File: config.mk
export PLATFORM = sky130hd
export DESIGN_NAME = tms_measure_sequencer
export DESIGN_NICKNAME = d
export VERILOG_FILES = /design/src/logic/tms_spi_port.v /design/src/logic/tms_measure_sequencer.v
export VERILOG_INCLUDE_DIRS = /design/src /design/src/shared
export SDC_FILE = /design/constraint.sdc
export NUM_CORES = 1
export LEC_CHECK = 0
export CORE_MARGIN = 2
export CORE_UTILIZATION = 45
export DETAILED_ROUTE_END_ITERATION = 8
export DONT_BUFFER_PORTS = 1
export MAX_ROUTING_LAYER = met4
export PLACE_DENSITY = 0.56
export SLEW_MARGIN = 20
export SYNTH_ARGS = -nofsm -noshare
export SYNTH_HDL_FRONTEND = slang
export SYNTH_HIERARCHICAL = 1
export SYNTH_SLANG_ARGS = --single-unit
File: constraint.sdc
create_clock -name clk_sys_in -period 15.55 [get_ports clk_sys_in]
set_input_delay 0.7775 -clock clk_sys_in [delete_from_list [all_inputs] [get_ports clk_sys_in]]
set_output_delay 0.7775 -clock clk_sys_in [all_outputs]
set_load 0.005 [all_outputs]
File: src/shared/tms_regs.vh
`ifndef TMS_REGS_VH
`define TMS_REGS_VH
// ----------------------------------------
// Opcodes
// ----------------------------------------
`define TMS_OPC_WRITE_HI 5'h10
`define TMS_OPC_READ_HI 5'h16
`define TMS_OPC_INIT 8'h70
`define TMS_OPC_POR 8'h50
`define TMS_OPC_START_CYCLE 8'h01
`define TMS_OPC_START_TEMP 8'h02
`define TMS_OPC_CAL_RES 8'h03
`define TMS_OPC_CAL_TDC 8'h04
// ----------------------------------------
// Register indices and fields
// ----------------------------------------
`define TMS_REG_MEASURE_CLOCK 3'h0
`define TMS_REG_HIT_SELECT 3'h1
`define TMS_REG_WINDOW_FIRST 3'h2
`define TMS_REG_WINDOW_SECOND 3'h3
`define TMS_REG_CONFIG4 3'h4
`define TMS_REG_CONFIG5 3'h5
`define TMS_RD_STATUS 3'h4
`define TMS_BIT_FAST_INIT 15
`define TMS_BIT_JITTER 20
`define TMS_BIT_FAST_OSC 11
`define TMS_BIT_RANGE2 3
`define TMS_FIRST_SEL_LSB 16
`define TMS_SECOND_SEL_LSB 20
`define TMS_CFG_RESET 24'h00_0000
// ----------------------------------------
// Example timing figures
// ----------------------------------------
`define TMS_CAL_PERIODS 8
`define TMS_REF_PERIOD_NS 30518
`define TMS_FIRE_PULSES 3
`define TMS_FIRE_PERIOD_NS 1000
`define TMS_WIN1_US 50
`define TMS_WIN2_US 51
`define TMS_WIN3_US 52
`define TMS_TIMEOUT_US 1024
`define TMS_SETTLE_US 640
`define TMS_ALU_NS 4600
`define TMS_HITS 3
`define TMS_CLK_NS 50
`define TMS_STAT_TIMEOUT 16'h0200
`endif

File: src/logic/tms_spi_port.v
`timescale 1ns/1ps
`include "tms_regs.vh"
// ----------------------------------------
// Serial port, mode 1, sampled on system clock
// ----------------------------------------
module tms_spi_port (
    // System
    input wire clk_in,
    input wire rst_n_in,
    // Serial pins
    input wire ssn_in,
    input wire sck_in,
    input wire si_in,
    output reg so_out,
    // Decoded stream
    output reg opc_valid_out,
    output reg [7:0] opc_out,
    output reg wr_valid_out,
    output reg [31:0] frame_out,
    // Read word to shift
    input wire [31:0] rd_word_in
);
    reg sck_d_reg;
    reg [5:0] cnt_reg;
    reg [31:0] sh_reg;
    reg [31:0] rd_reg;
    wire rise = sck_in & ~sck_d_reg;
    wire fall = ~sck_in & sck_d_reg;

    // Shift in on falling edge, out on rising edge
    always @(posedge clk_in or negedge rst_n_in) begin
        if (!rst_n_in) begin
            sck_d_reg <= 1'b0;
            cnt_reg <= 6'h00;
            sh_reg <= 32'h0000_0000;
            rd_reg <= 32'h0000_0000;
            so_out <= 1'b0;
            opc_valid_out <= 1'b0;
            opc_out <= 8'h00;
            wr_valid_out <= 1'b0;
            frame_out <= 32'h0000_0000;
        end else begin
            sck_d_reg <= sck_in;
            opc_valid_out <= 1'b0;
            wr_valid_out <= 1'b0;
            if (ssn_in) begin
                cnt_reg <= 6'h00;
            end else begin
                if (fall) begin
                    sh_reg <= {sh_reg[30:0], si_in};
                    cnt_reg <= cnt_reg + 6'h01;
                    if (cnt_reg == 6'h07) begin
                        opc_valid_out <= 1'b1;
                        opc_out <= {sh_reg[6:0], si_in};
                    end
                    if (cnt_reg == 6'h1f) begin
                        wr_valid_out <= 1'b1;
                        frame_out <= {sh_reg[30:0], si_in};
                    end
                end
                // Read word follows the opcode register, one cycle after decode
                if (opc_valid_out) rd_reg <= rd_word_in;
                if (rise && cnt_reg >= 6'h08) begin
                    so_out <= rd_reg[31];
                    rd_reg <= {rd_reg[30:0], 1'b0};
                end
            end
        end
    end
endmodule // tms_spi_port

File: src/logic/tms_measure_sequencer.v
`timescale 1ns/1ps
`include "tms_regs.vh"
module tms_measure_sequencer #(
    parameter SETTLE_CYC = (`TMS_SETTLE_US * 1000) / `TMS_CLK_NS,
    parameter TIMEOUT_CYC = (`TMS_TIMEOUT_US * 1000) / `TMS_CLK_NS,
    parameter CAL_CYC = (`TMS_CAL_PERIODS * `TMS_REF_PERIOD_NS) / `TMS_CLK_NS
) (
    // System
    input wire clk_sys_in,
    input wire rst_n_in,
    // Serial port
    input wire ssn_in,
    input wire sck_in,
    input wire si_in,
    output wire so_out,
    // Measurement pins
    input wire start_in,
    input wire stop_channel_one_in,
    output reg fire_out,
    output reg fast_osc_on_out,
    output reg done_line_n_out
);
    // ----------------------------------------
    // Reset release and serial port
    // ----------------------------------------
    reg [1:0] rst_sync_reg;
    wire rst_n = rst_sync_reg[1];
    always @(posedge clk_sys_in or negedge rst_n_in) begin
        if (!rst_n_in) rst_sync_reg <= 2'b00;
        else rst_sync_reg <= {rst_sync_reg[0], 1'b1};
    end

    wire opc_valid;
    wire [7:0] opc;
    wire wr_valid;
    wire [31:0] frame;
    reg [31:0] rd_word;
    tms_spi_port u_port (
        .clk_in(clk_sys_in),
        .rst_n_in(rst_n),
        .ssn_in(ssn_in),
        .sck_in(sck_in),
        .si_in(si_in),
        .so_out(so_out),
        .opc_valid_out(opc_valid),
        .opc_out(opc),
        .wr_valid_out(wr_valid),
        .frame_out(frame),
        .rd_word_in(rd_word)
    );

    // ----------------------------------------
    // Timing constants
    // ----------------------------------------
    localparam W1_CYC = (`TMS_WIN1_US * 1000) / `TMS_CLK_NS;
    localparam W2_CYC = (`TMS_WIN2_US * 1000) / `TMS_CLK_NS;
    localparam W3_CYC = (`TMS_WIN3_US * 1000) / `TMS_CLK_NS;
    localparam ALU_CYC = (`TMS_ALU_NS + `TMS_CLK_NS - 1) / `TMS_CLK_NS;
    localparam FIRE_HALF = `TMS_FIRE_PERIOD_NS / (2 * `TMS_CLK_NS);

    // ----------------------------------------
    // Configuration registers
    // ----------------------------------------
    reg [23:0] measure_clock_config_reg;
    reg [23:0] hit_select_config_reg;
    reg [23:0] stop_window_first_config_reg;
    reg [23:0] stop_window_second_config_reg;
    reg [23:0] cfg4_reg;
    reg [23:0] cfg5_reg;
    wire is_write = opc_valid == 1'b0 && wr_valid && frame[31:27] == `TMS_OPC_WRITE_HI;
    wire [2:0] wr_adr = frame[26:24];
    wire por = opc_valid && opc == `TMS_OPC_POR;
    wire fast_init = hit_select_config_reg[`TMS_BIT_FAST_INIT]
        & ~measure_clock_config_reg[`TMS_BIT_RANGE2];
    wire start_jitter_enable = cfg5_reg[`TMS_BIT_JITTER];
    wire hit_wr = is_write && wr_adr == `TMS_REG_HIT_SELECT;
    wire [3:0] first_operand_select = hit_select_config_reg[`TMS_FIRST_SEL_LSB +: 4];
    wire [3:0] second_operand_select = hit_select_config_reg[`TMS_SECOND_SEL_LSB +: 4];

    // Register writes on full 32-bit frame, POR clears all
    always @(posedge clk_sys_in or negedge rst_n) begin
        if (!rst_n) begin
            measure_clock_config_reg <= `TMS_CFG_RESET;
            hit_select_config_reg <= `TMS_CFG_RESET;
            stop_window_first_config_reg <= `TMS_CFG_RESET;
            stop_window_second_config_reg <= `TMS_CFG_RESET;
            cfg4_reg <= `TMS_CFG_RESET;
            cfg5_reg <= `TMS_CFG_RESET;
        end else if (por) begin
            measure_clock_config_reg <= `TMS_CFG_RESET;
            hit_select_config_reg <= `TMS_CFG_RESET;
            stop_window_first_config_reg <= `TMS_CFG_RESET;
            stop_window_second_config_reg <= `TMS_CFG_RESET;
            cfg4_reg <= `TMS_CFG_RESET;
            cfg5_reg <= `TMS_CFG_RESET;
        end else if (is_write) begin
            case (wr_adr)
                `TMS_REG_MEASURE_CLOCK: measure_clock_config_reg <= frame[23:0];
                `TMS_REG_HIT_SELECT: hit_select_config_reg <= frame[23:0];
                `TMS_REG_WINDOW_FIRST: stop_window_first_config_reg <= frame[23:0];
                `TMS_REG_WINDOW_SECOND: stop_window_second_config_reg <= frame[23:0];
                `TMS_REG_CONFIG4: cfg4_reg <= frame[23:0];
                `TMS_REG_CONFIG5: cfg5_reg <= frame[23:0];
                default: cfg5_reg <= cfg5_reg;
            endcase
        end
    end

    // ----------------------------------------
    // Sequencer
    // ----------------------------------------
    localparam ST_IDLE = 3'd0;
    localparam ST_SETTLE = 3'd1;
    localparam ST_FIRE = 3'd2;
    localparam ST_MEAS = 3'd3;
    localparam ST_CAL = 3'd4;
    localparam ST_DONE = 3'd5;

    reg [2:0] state_reg;
    reg cal_mode_reg;
    reg armed_reg; // Start-cycle accepted only after init or quick re-arm
    reg [20:0] tmr_reg;
    reg [20:0] t0_reg;
    reg [1:0] hits_reg;
    reg [1:0] pulses_reg;
    reg [4:0] pdiv_reg;
    reg [20:0] hit_time_reg [0:2];
    reg [31:0] res_reg [0:2];
    reg [15:0] status_reg;
    reg [7:0] lfsr_reg;
    reg [7:0] alu_cnt_reg;
    reg stop_d_reg;
    reg start_d_reg;
    wire stop_edge = stop_channel_one_in & ~stop_d_reg;
    wire start_edge = start_in & ~start_d_reg;
    wire cmd_init = opc_valid && opc == `TMS_OPC_INIT;
    wire cmd_cycle = opc_valid && opc == `TMS_OPC_START_CYCLE;
    wire cmd_cal = opc_valid && opc == `TMS_OPC_CAL_RES;
    wire osc_always = measure_clock_config_reg[`TMS_BIT_FAST_OSC];
    // Window reached for the next hit
    reg win_ok;
    always @* begin
        case (hits_reg)
            2'd0: win_ok = tmr_reg >= W1_CYC[20:0];
            2'd1: win_ok = tmr_reg >= W2_CYC[20:0];
            default: win_ok = tmr_reg >= W3_CYC[20:0];
        endcase
    end
    // Selects hit time by operand code, start maps to zero
    function [20:0] sel_time;
        input [3:0] code;
        input [20:0] h0;
        input [20:0] h1;
        input [20:0] h2;
        begin
            case (code)
                4'h3: sel_time = h0;
                4'h4: sel_time = h1;
                4'h5: sel_time = h2;
                default: sel_time = 21'd0;
            endcase
        end
    endfunction
    wire [20:0] alu_diff = sel_time(second_operand_select, hit_time_reg[0], hit_time_reg[1],
        hit_time_reg[2]) - sel_time(first_operand_select, hit_time_reg[0], hit_time_reg[1],
        hit_time_reg[2]);

    // Main measurement sequence
    always @(posedge clk_sys_in or negedge rst_n) begin
        if (!rst_n) begin
            state_reg <= ST_IDLE;
            cal_mode_reg <= 1'b0;
            armed_reg <= 1'b0;
            tmr_reg <= 21'd0;
            t0_reg <= 21'd0;
            hits_reg <= 2'd0;
            pulses_reg <= 2'd0;
            pdiv_reg <= 5'd0;
            status_reg <= 16'h0000;
            lfsr_reg <= 8'h01;
            alu_cnt_reg <= 8'h00;
            stop_d_reg <= 1'b0;
            start_d_reg <= 1'b0;
            fire_out <= 1'b0;
            fast_osc_on_out <= 1'b0;
            done_line_n_out <= 1'b1;
            hit_time_reg[0] <= 21'd0;
            hit_time_reg[1] <= 21'd0;
            hit_time_reg[2] <= 21'd0;
            res_reg[0] <= 32'h0000_0000;
            res_reg[1] <= 32'h0000_0000;
            res_reg[2] <= 32'h0000_0000;
        end else begin
            stop_d_reg <= stop_channel_one_in;
            start_d_reg <= start_in;
            lfsr_reg <= {lfsr_reg[6:0], lfsr_reg[7] ^ lfsr_reg[5] ^ lfsr_reg[4] ^ lfsr_reg[3]};
            tmr_reg <= tmr_reg + 21'd1;
            // Recompute after hit selection rewrite
            if (hit_wr) alu_cnt_reg <= ALU_CYC[7:0];
            else if (alu_cnt_reg != 8'h00) begin
                alu_cnt_reg <= alu_cnt_reg - 8'h01;
                if (alu_cnt_reg == 8'h01) res_reg[0] <= {11'h000, alu_diff};
            end
            if (cmd_init || cmd_cycle || cmd_cal || por) done_line_n_out <= 1'b1;
            if (cmd_init || por) begin
                state_reg <= ST_IDLE;
                fast_osc_on_out <= osc_always;
                status_reg <= 16'h0000;
                armed_reg <= cmd_init;
                hits_reg <= 2'd0;
            end else begin
                case (state_reg)
                    ST_IDLE: begin
                        if ((cmd_cycle && armed_reg) || cmd_cal) begin
                            cal_mode_reg <= cmd_cal;
                            fast_osc_on_out <= 1'b1;
                            tmr_reg <= 21'd0;
                            hits_reg <= 2'd0;
                            pulses_reg <= 2'd0;
                            state_reg <= osc_always ? (cmd_cal ? ST_CAL : ST_FIRE) : ST_SETTLE;
                        end
                    end
                    ST_SETTLE: begin
                        if (tmr_reg >= SETTLE_CYC - 1) begin
                            tmr_reg <= 21'd0;
                            state_reg <= cal_mode_reg ? ST_CAL : ST_FIRE;
                        end
                    end
                    ST_CAL: begin
                        if (tmr_reg >= CAL_CYC - 1) begin
                            res_reg[0] <= {11'h000, tmr_reg + 21'd1};
                            state_reg <= ST_DONE;
                        end
                    end
                    ST_FIRE: begin
                        // Pulse clock: 20 MHz system clock toggled every 10 cycles, reduced to 1 MHz here
                        pdiv_reg <= pdiv_reg + 5'd1;
                        if (pdiv_reg == FIRE_HALF - 1) begin
                            pdiv_reg <= 5'd0;
                            fire_out <= ~fire_out;
                            if (fire_out) begin
                                pulses_reg <= pulses_reg + 2'd1;
                                if (pulses_reg == `TMS_FIRE_PULSES - 1) begin
                                    state_reg <= ST_MEAS;
                                    tmr_reg <= 21'd0;
                                    t0_reg <= start_jitter_enable ?
                                        {13'd0, lfsr_reg} : 21'd0;
                                end
                            end
                        end
                    end
                    ST_MEAS: begin
                        if (stop_edge && win_ok) begin
                            hit_time_reg[hits_reg] <= tmr_reg + t0_reg;
                            hits_reg <= hits_reg + 2'd1;
                            if (hits_reg == `TMS_HITS - 1) begin
                                res_reg[0] <= {11'h000, hit_time_reg[0]};
                                state_reg <= ST_DONE;
                            end
                        end else if (tmr_reg >= TIMEOUT_CYC - 1) begin
                            status_reg <= status_reg | `TMS_STAT_TIMEOUT;
                            state_reg <= ST_DONE;
                        end
                        if (start_edge) tmr_reg <= 21'd0;
                    end
                    ST_DONE: begin
                        done_line_n_out <= 1'b0;
                        fast_osc_on_out <= osc_always;
                        status_reg[1:0] <= hits_reg;
                        if (hits_reg == `TMS_HITS) res_reg[1] <= {11'h000, hit_time_reg[1]};
                        if (!cal_mode_reg) armed_reg <= fast_init;
                        if (fast_init && !cal_mode_reg) begin
                            hits_reg <= 2'd0;
                            status_reg[15:14] <= 2'b00;
                        end
                        state_reg <= ST_IDLE;
                    end
                    default: state_reg <= ST_IDLE;
                endcase
            end
        end
    end

    // ----------------------------------------
    // Read word for opcodes 0xB0..0xB4
    // ----------------------------------------
    always @* begin
        rd_word = 32'h0000_0000;
        if (opc[7:3] == `TMS_OPC_READ_HI) begin
            case (opc[2:0])
                3'h0: rd_word = res_reg[0];
                3'h1: rd_word = res_reg[1];
                3'h2: rd_word = {11'h000, hit_time_reg[2]};
                `TMS_RD_STATUS: rd_word = {status_reg, 16'h0000};
                default: rd_word = 32'h0000_0000;
            endcase
        end
    end
endmodule // tms_measure_sequencer

==> impl_metrics.yaml, run 1 <==
run_status:
  status: "finished with violations"
  violations: "DRC"
final_layout:
  fin_area_mm2: 0.01713
  final_core_utilization_pct: 49.96
  nets: 1526
  largest_reg_flops: 63
  final-instance-count-excl-fill: 1957
  syn2layout_area_growth_pct: 10.31
  mostFrequentLayoutCell: "dfrtp_1"
  diodes: 0
  drive_gt1_share_pct: 15.38
  final_cell_mix: "dfrtp_1 (294), nor2_1 (186), nand2_1 (107), mux2_2 (102), a21oi_1 (89)"
timing:
  max_freq_mhz: 260.6
  fin_crit_ps: 3838
  fin_ws_ps: 11710
  rsz0062_at_grt: "false"
  period_share_pct: 24.68
  tightest_slew_ps: 1042
  setup_tns_ps: 0
  hold_viol_final: 0
  clock_skew_ps: 22.60
  maxSlewHeadroom_pct: 30.32
  setup_viol: 0
  slew_violations: 0
worst_hold_path:
  hold_class: "input pin to flop"
  min-delay-start: "stop_channel_one_in"
  min_path_cells: 0
critical_path:
  start_kind: "flop"
  path_max_fanout: 21
  startpoint: "hit_select_config_reg[19]"
  crit_required_ps: 15940
  end_kind: "flop"
  reg2regPathDepth: 15
  arrival_ps: 4230
  critPathKind: "flop to flop"
  worstReg2RegStart: "hit_select_config_reg[19]"
clock_network:
  cts_resized: 0
  cts.reportedPaths.clkPinSlew_ps: 60
  ctsHoldBuffers: 1
  h-tree-depth: 2
  clock-sinks: 297
  clock_latency_ps: 540
  postCtsSetupRepairBufs: 0
  tritoncts: "done"
  numCtsBuffers: 36
  cts-root-buf: "clkbuf_16"
  cts_buffer_depth: 3
power:
  peakVddDrop_mv: 0.07881
  p_per_area_mw_per_mm2: 96.12
  clock_power_share_pct: 49.1
  p_leak_uw: 0.007805
  comb_power_share_pct: 2.2
  p_int_uw: 1282
  power_frac_seq_pct: 48.7
  swShare_pct: 22.11
  switching_power_uw: 364.0
place:
  place_ws_ps: 11810
  io_buffers: 0
  gp_congestion: 0.8793
  hpwl_um: 25850
  dpl_cell_area_mm2: 0.01599
  dp_cells: 1891
floorplanning:
  die_area_mm2: 0.03601
  start_util_pct: 45.29
  num_rows: 68
  fp.dieW_um: 189.8
  io_pins: 11
  core-area_mm2: 0.03429
  die_h_um: 189.8
grt:
  grt_overflow: 0
  antenna_found_initial: 0
  grt_first_pass_wirelength_um: 62240
  track_usage_pct: 22.32
  grt_pass1_vias: 10990
  grt_start_max_net_pins: 161
synthesis:
  avgSynthCellArea_um2: 10.33
  syn_inst: 1503
  yosysWarnings: 6
  synth.cell_area_mm2: 0.01553
  syn_nets: 1554
drt:
  wl_um: 38280
  drc: 28
  wire_per_inst_um: 19.56
  initialDrtViolationCount: 1264
  vias: 11450
  first_pass_iters: 9
  final_antenna_net_count: 0
  via_per_inst: 5.849
run:
  drv_cap: 0
-- final timing paths --
kind	slack, ps	to
min in group asynchronous	360	fast_osc_on_out
setup / recovery	11710	res_reg[82]
hold reg to reg	340	rst_sync_reg[1]
max in group asynchronous	12550	res_reg[75]
setup reg to reg	11710	res_reg[82]
hold / removal	270	stop_d_reg
-- per-layer routing --
layer	track usage, %	up-vias	wire length [um]
met5	-	-	0
met4	5.009	0	653
met3	3.800	58	2571
met2	30.84	360	16020
met1	34.07	5668	19030
li1	-	5361	-
-- stage by stage --
stage	total power, uW	hold WS (ps)
floorplan	842.1	331.2
detailed placement	853.2	341.8
global route	1707	248.3
CTS	1669	247.8
global placement	852.3	344.0
finish	1646	271.8
-- power groups by stage --
stage / combinational [uW] / clock, uW / sequential (uW)
3_3_place_gp: 37.1 / 0 / 815
3_5_place_dp: 37.8 / 0 / 815
5_1_grt: 42.1 / 861 / 804
4_1_cts: 38.2 / 829 / 802
6_report: 36.6 / 808 / 801
2_1_floorplan: 22.3 / 0 / 820
-- critical path: stages (launching register included) --
cell and delay [ps]:
dfrtp_1 460, nor4bb_4 300, buf_4 300, a222oi_1 160, inv_1 80, ha_1 160, inv_1 60, fa_1 430
a211oi_1 390, o21a_1 210, o31ai_1 150, a221oi_2 410, o21ai_0 160, xor2_1 170, mux2i_1 150, o22ai_1 90
-- final cells by class --
| type | instances | area, um2 |
|---|---|---|
| clock buffers | 58 | 1085 |
| flip-flops and latches | 297 | 7438 |
| inverters | 49 | 183.9 |
| multi-input cells | 1068 | 7620 |
| repair buffers | 23 | 187.7 |
| well taps | 455 | 569.3 |
| clock inverters | 7 | 45.04 |
| fillers | 3157 | 17160 |
Power figures use the tool's default switching activity.
==> run 2, diff against run 1 <==
==> constraint.sdc (replaced) <==
create_clock -name clk_sys_in -period 3.6 [get_ports clk_sys_in]
set_input_delay 0.18 -clock clk_sys_in [delete_from_list [all_inputs] [get_ports clk_sys_in]]
set_output_delay 0.18 -clock clk_sys_in [all_outputs]
set_load 0.005 [all_outputs]
==> run 2 against run 1 <==
Combinational power increased to 4.8 times the previous value; non-clock buffer count is 29 higher; via count is 0.24% lower; sequential share of layout area fell by 0.98 points; clock power increased to 4.6 times the previous value; clock skew is 12 ps lower; die area did not move; the flow now finishes without violations.
==> impl_metrics.yaml, run 2 (synthesis results as in run 1) <==
final_layout:
  fin_area_mm2: 0.01752
  final-instance-count-excl-fill: 1984
  diodes: 0
  multi_input_area_mm2: 0.007629
  mostFrequentLayoutCell: "dfrtp_1"
  syn2layout_area_growth_pct: 12.86
  fillers: 3110
  nets: 1555
  largest_reg_flops: 63
  layout.area.seq_mm2: 0.007438
  final_cell_mix: "dfrtp_1 (294), nor2_1 (186), nand2_1 (107), mux2_2 (102), a21oi_1 (89)"
  drive_gt1_share_pct: 16.87
clock_network:
  clock_latency_ps: 520
  clock-sinks: 297
  cts-root-buf: "clkbuf_16"
  numCtsBuffers: 36
  cts.reportedPaths.clkPinSlew_ps: 60
  h-tree-depth: 2
  tritoncts: "done"
  cts_buffer_depth: 3
floorplanning:
  die_area_mm2: 0.03601
  core-area_mm2: 0.03429
  num_rows: 68
  die_h_um: 189.8
  fp.dieW_um: 189.8
  io_pins: 11
  start_util_pct: 45.29
grt:
  grt_start_max_net_pins: 102
  grt_overflow: 0
  antenna_found_initial: 0
  grt_first_pass_wirelength_um: 64240
  grt_pass1_vias: 11320
  track_usage_pct: 23.23
critical_path:
  max_stage_delay_ps: 500
  crit_required_ps: 3990
  rrSetupSlack_ps: 180
  start_kind: "flop"
  cpLargestDelayFamily: "compound AO/OA/AOI/OAI gates"
  cpMostUsedCell: "buf_4"
  crit_slowest_cell: "or4_1"
  arrival_ps: 3810
  path_buf_inv: 3
  worstReg2RegStart: "hit_select_config_reg[17]"
  reg2reg_to: "res_reg[80]"
  path_max_fanout: 19
  reg2regPathDepth: 14
  end_kind: "flop"
  crit_path_cell_trace: "nor4bb_4, buf_4, buf_6, a222oi_1, ha_1, or4_1, o21ai_1, o31ai_2, a221oi_2, buf_4, xor2_1, nor2_1, a21oi_1, o22ai_1"
  critPathKind: "flop to flop"
place:
  io_buffers: 0
  dpl_cell_area_mm2: 0.01611
  gp_congestion: 0.8951
  dp_cells: 1906
  hpwl_um: 27020
drt:
  vias: 11420
  first_pass_iters: 7
  via_per_inst: 5.756
  initialDrtViolationCount: 1001
  drc: 0
  final_antenna_net_count: 0
  wl_um: 39280
  wire_per_inst_um: 19.80
run:
  drv_cap: 0
timing:
  fin_crit_ps: 3424
  slew_violations: 0
  max_freq_mhz: 292.0
  period_share_pct: 95.11
  clock_skew_ps: 10.67
  maxSlewHeadroom_pct: 46.75
  setup_viol: 0
  hold_viol_final: 0
  tightest_slew_ps: 792.2
  hold_ws_ps: 23.11
worst_hold_path:
  min_path_cells: 3
  min_delay_worst_endpoint: "u_port/cnt_reg[4]"
  min-delay-start: "ssn_in"
  hold_class: "input pin to flop"
power:
  p_per_area_mw_per_mm2: 419.3
  p_leak_uw: 0.008024
  peakVddDrop_mv: 0.3769
run_status:
  status: "completed"
run 2: cell types whose count changed in the layout (fill, tap and decap cells not counted), moves of 2 or more:
cell           before  now
o21ai_0            54   51
clkbuf_1           13    7
dlygate4sd3_1       1    8
buf_6               0    4
buf_12              1    4
clkbuf_8            8   11
clkinv_2            4    2
o21ai_1             2    5
o31ai_1             5    3
buf_4              21   36
o31ai_2             0    2
bufinv_16           0    3
run 2: stage by stage:
step	utilization, %	power (uW)	setup WS [ps]	setup TNS (ps)
finish	51.11	7348	175.9	0
global route	51.11	7622	-3.460	-3.460
CTS	50.86	7447	17.36	0
detailed placement	46.99	3687	25.58	0
global placement	46.99	3683	134.7	0
floorplan	-	3636	186.2	0
run 2: repair_timing:
item | in CTS | in global routing
setup buffers | 0 | 5
setup endpoints to repair | 0 | 7
hold buffers | 9 | 0
resized for setup | 0 | 10
endpoints found under the hold margin | 46 | 0
run 2: how the worst max path moves through the flow:
stage | from | end | slack, ps | depth (start not counted)
finish | hit_select_config_reg[17] | res_reg[80] | 180 | 14
global route | hit_select_config_reg[17] | res_reg[80] | -3 | 14
CTS | hit_select_config_reg[22] | res_reg[82] | 20 | 13
detailed placement | hit_select_config_reg[22] | res_reg[82] | 30 | 13
global placement | hit_select_config_reg[22] | res_reg[82] | 130 | 13
floorplan | hit_select_config_reg[17] | res_reg[82] | 190 | 15
run 2: tightest hold or removal path, stage by stage:
cell and delay (ps):
nand2b_1 80, a21oi_1 40, a31o_2 200
run 2: area by class of cell:
type	instances	area share [%]
tap	455	3.249
sequential	297	42.45
clock inverter	8	0.7140
inverter	49	1.050
clock buffer	55	6.297
multi-input combinational	1068	43.53
timing repair buffer	52	2.713
run 2: report_power, final:
| part | leakage (uW) | internal (uW) | total [uW] | switching, uW |
|---|---|---|---|---|
| Clock | 0.000603 | 2320 | 3710 | 1390 |
| Sequential | 0.00403 | 3410 | 3460 | 53.8 |
| Combinational | 0.00340 | 77.9 | 176 | 98.2 |
run 2: metal layers:
metal	GRT usage, %	vias to the layer above	routed length, um
met5	-	-	0
met2	33.39	257	16840
met3	3.247	63	1747
met4	6.052	0	854
met1	34.51	5657	19850
li1	-	5443	-
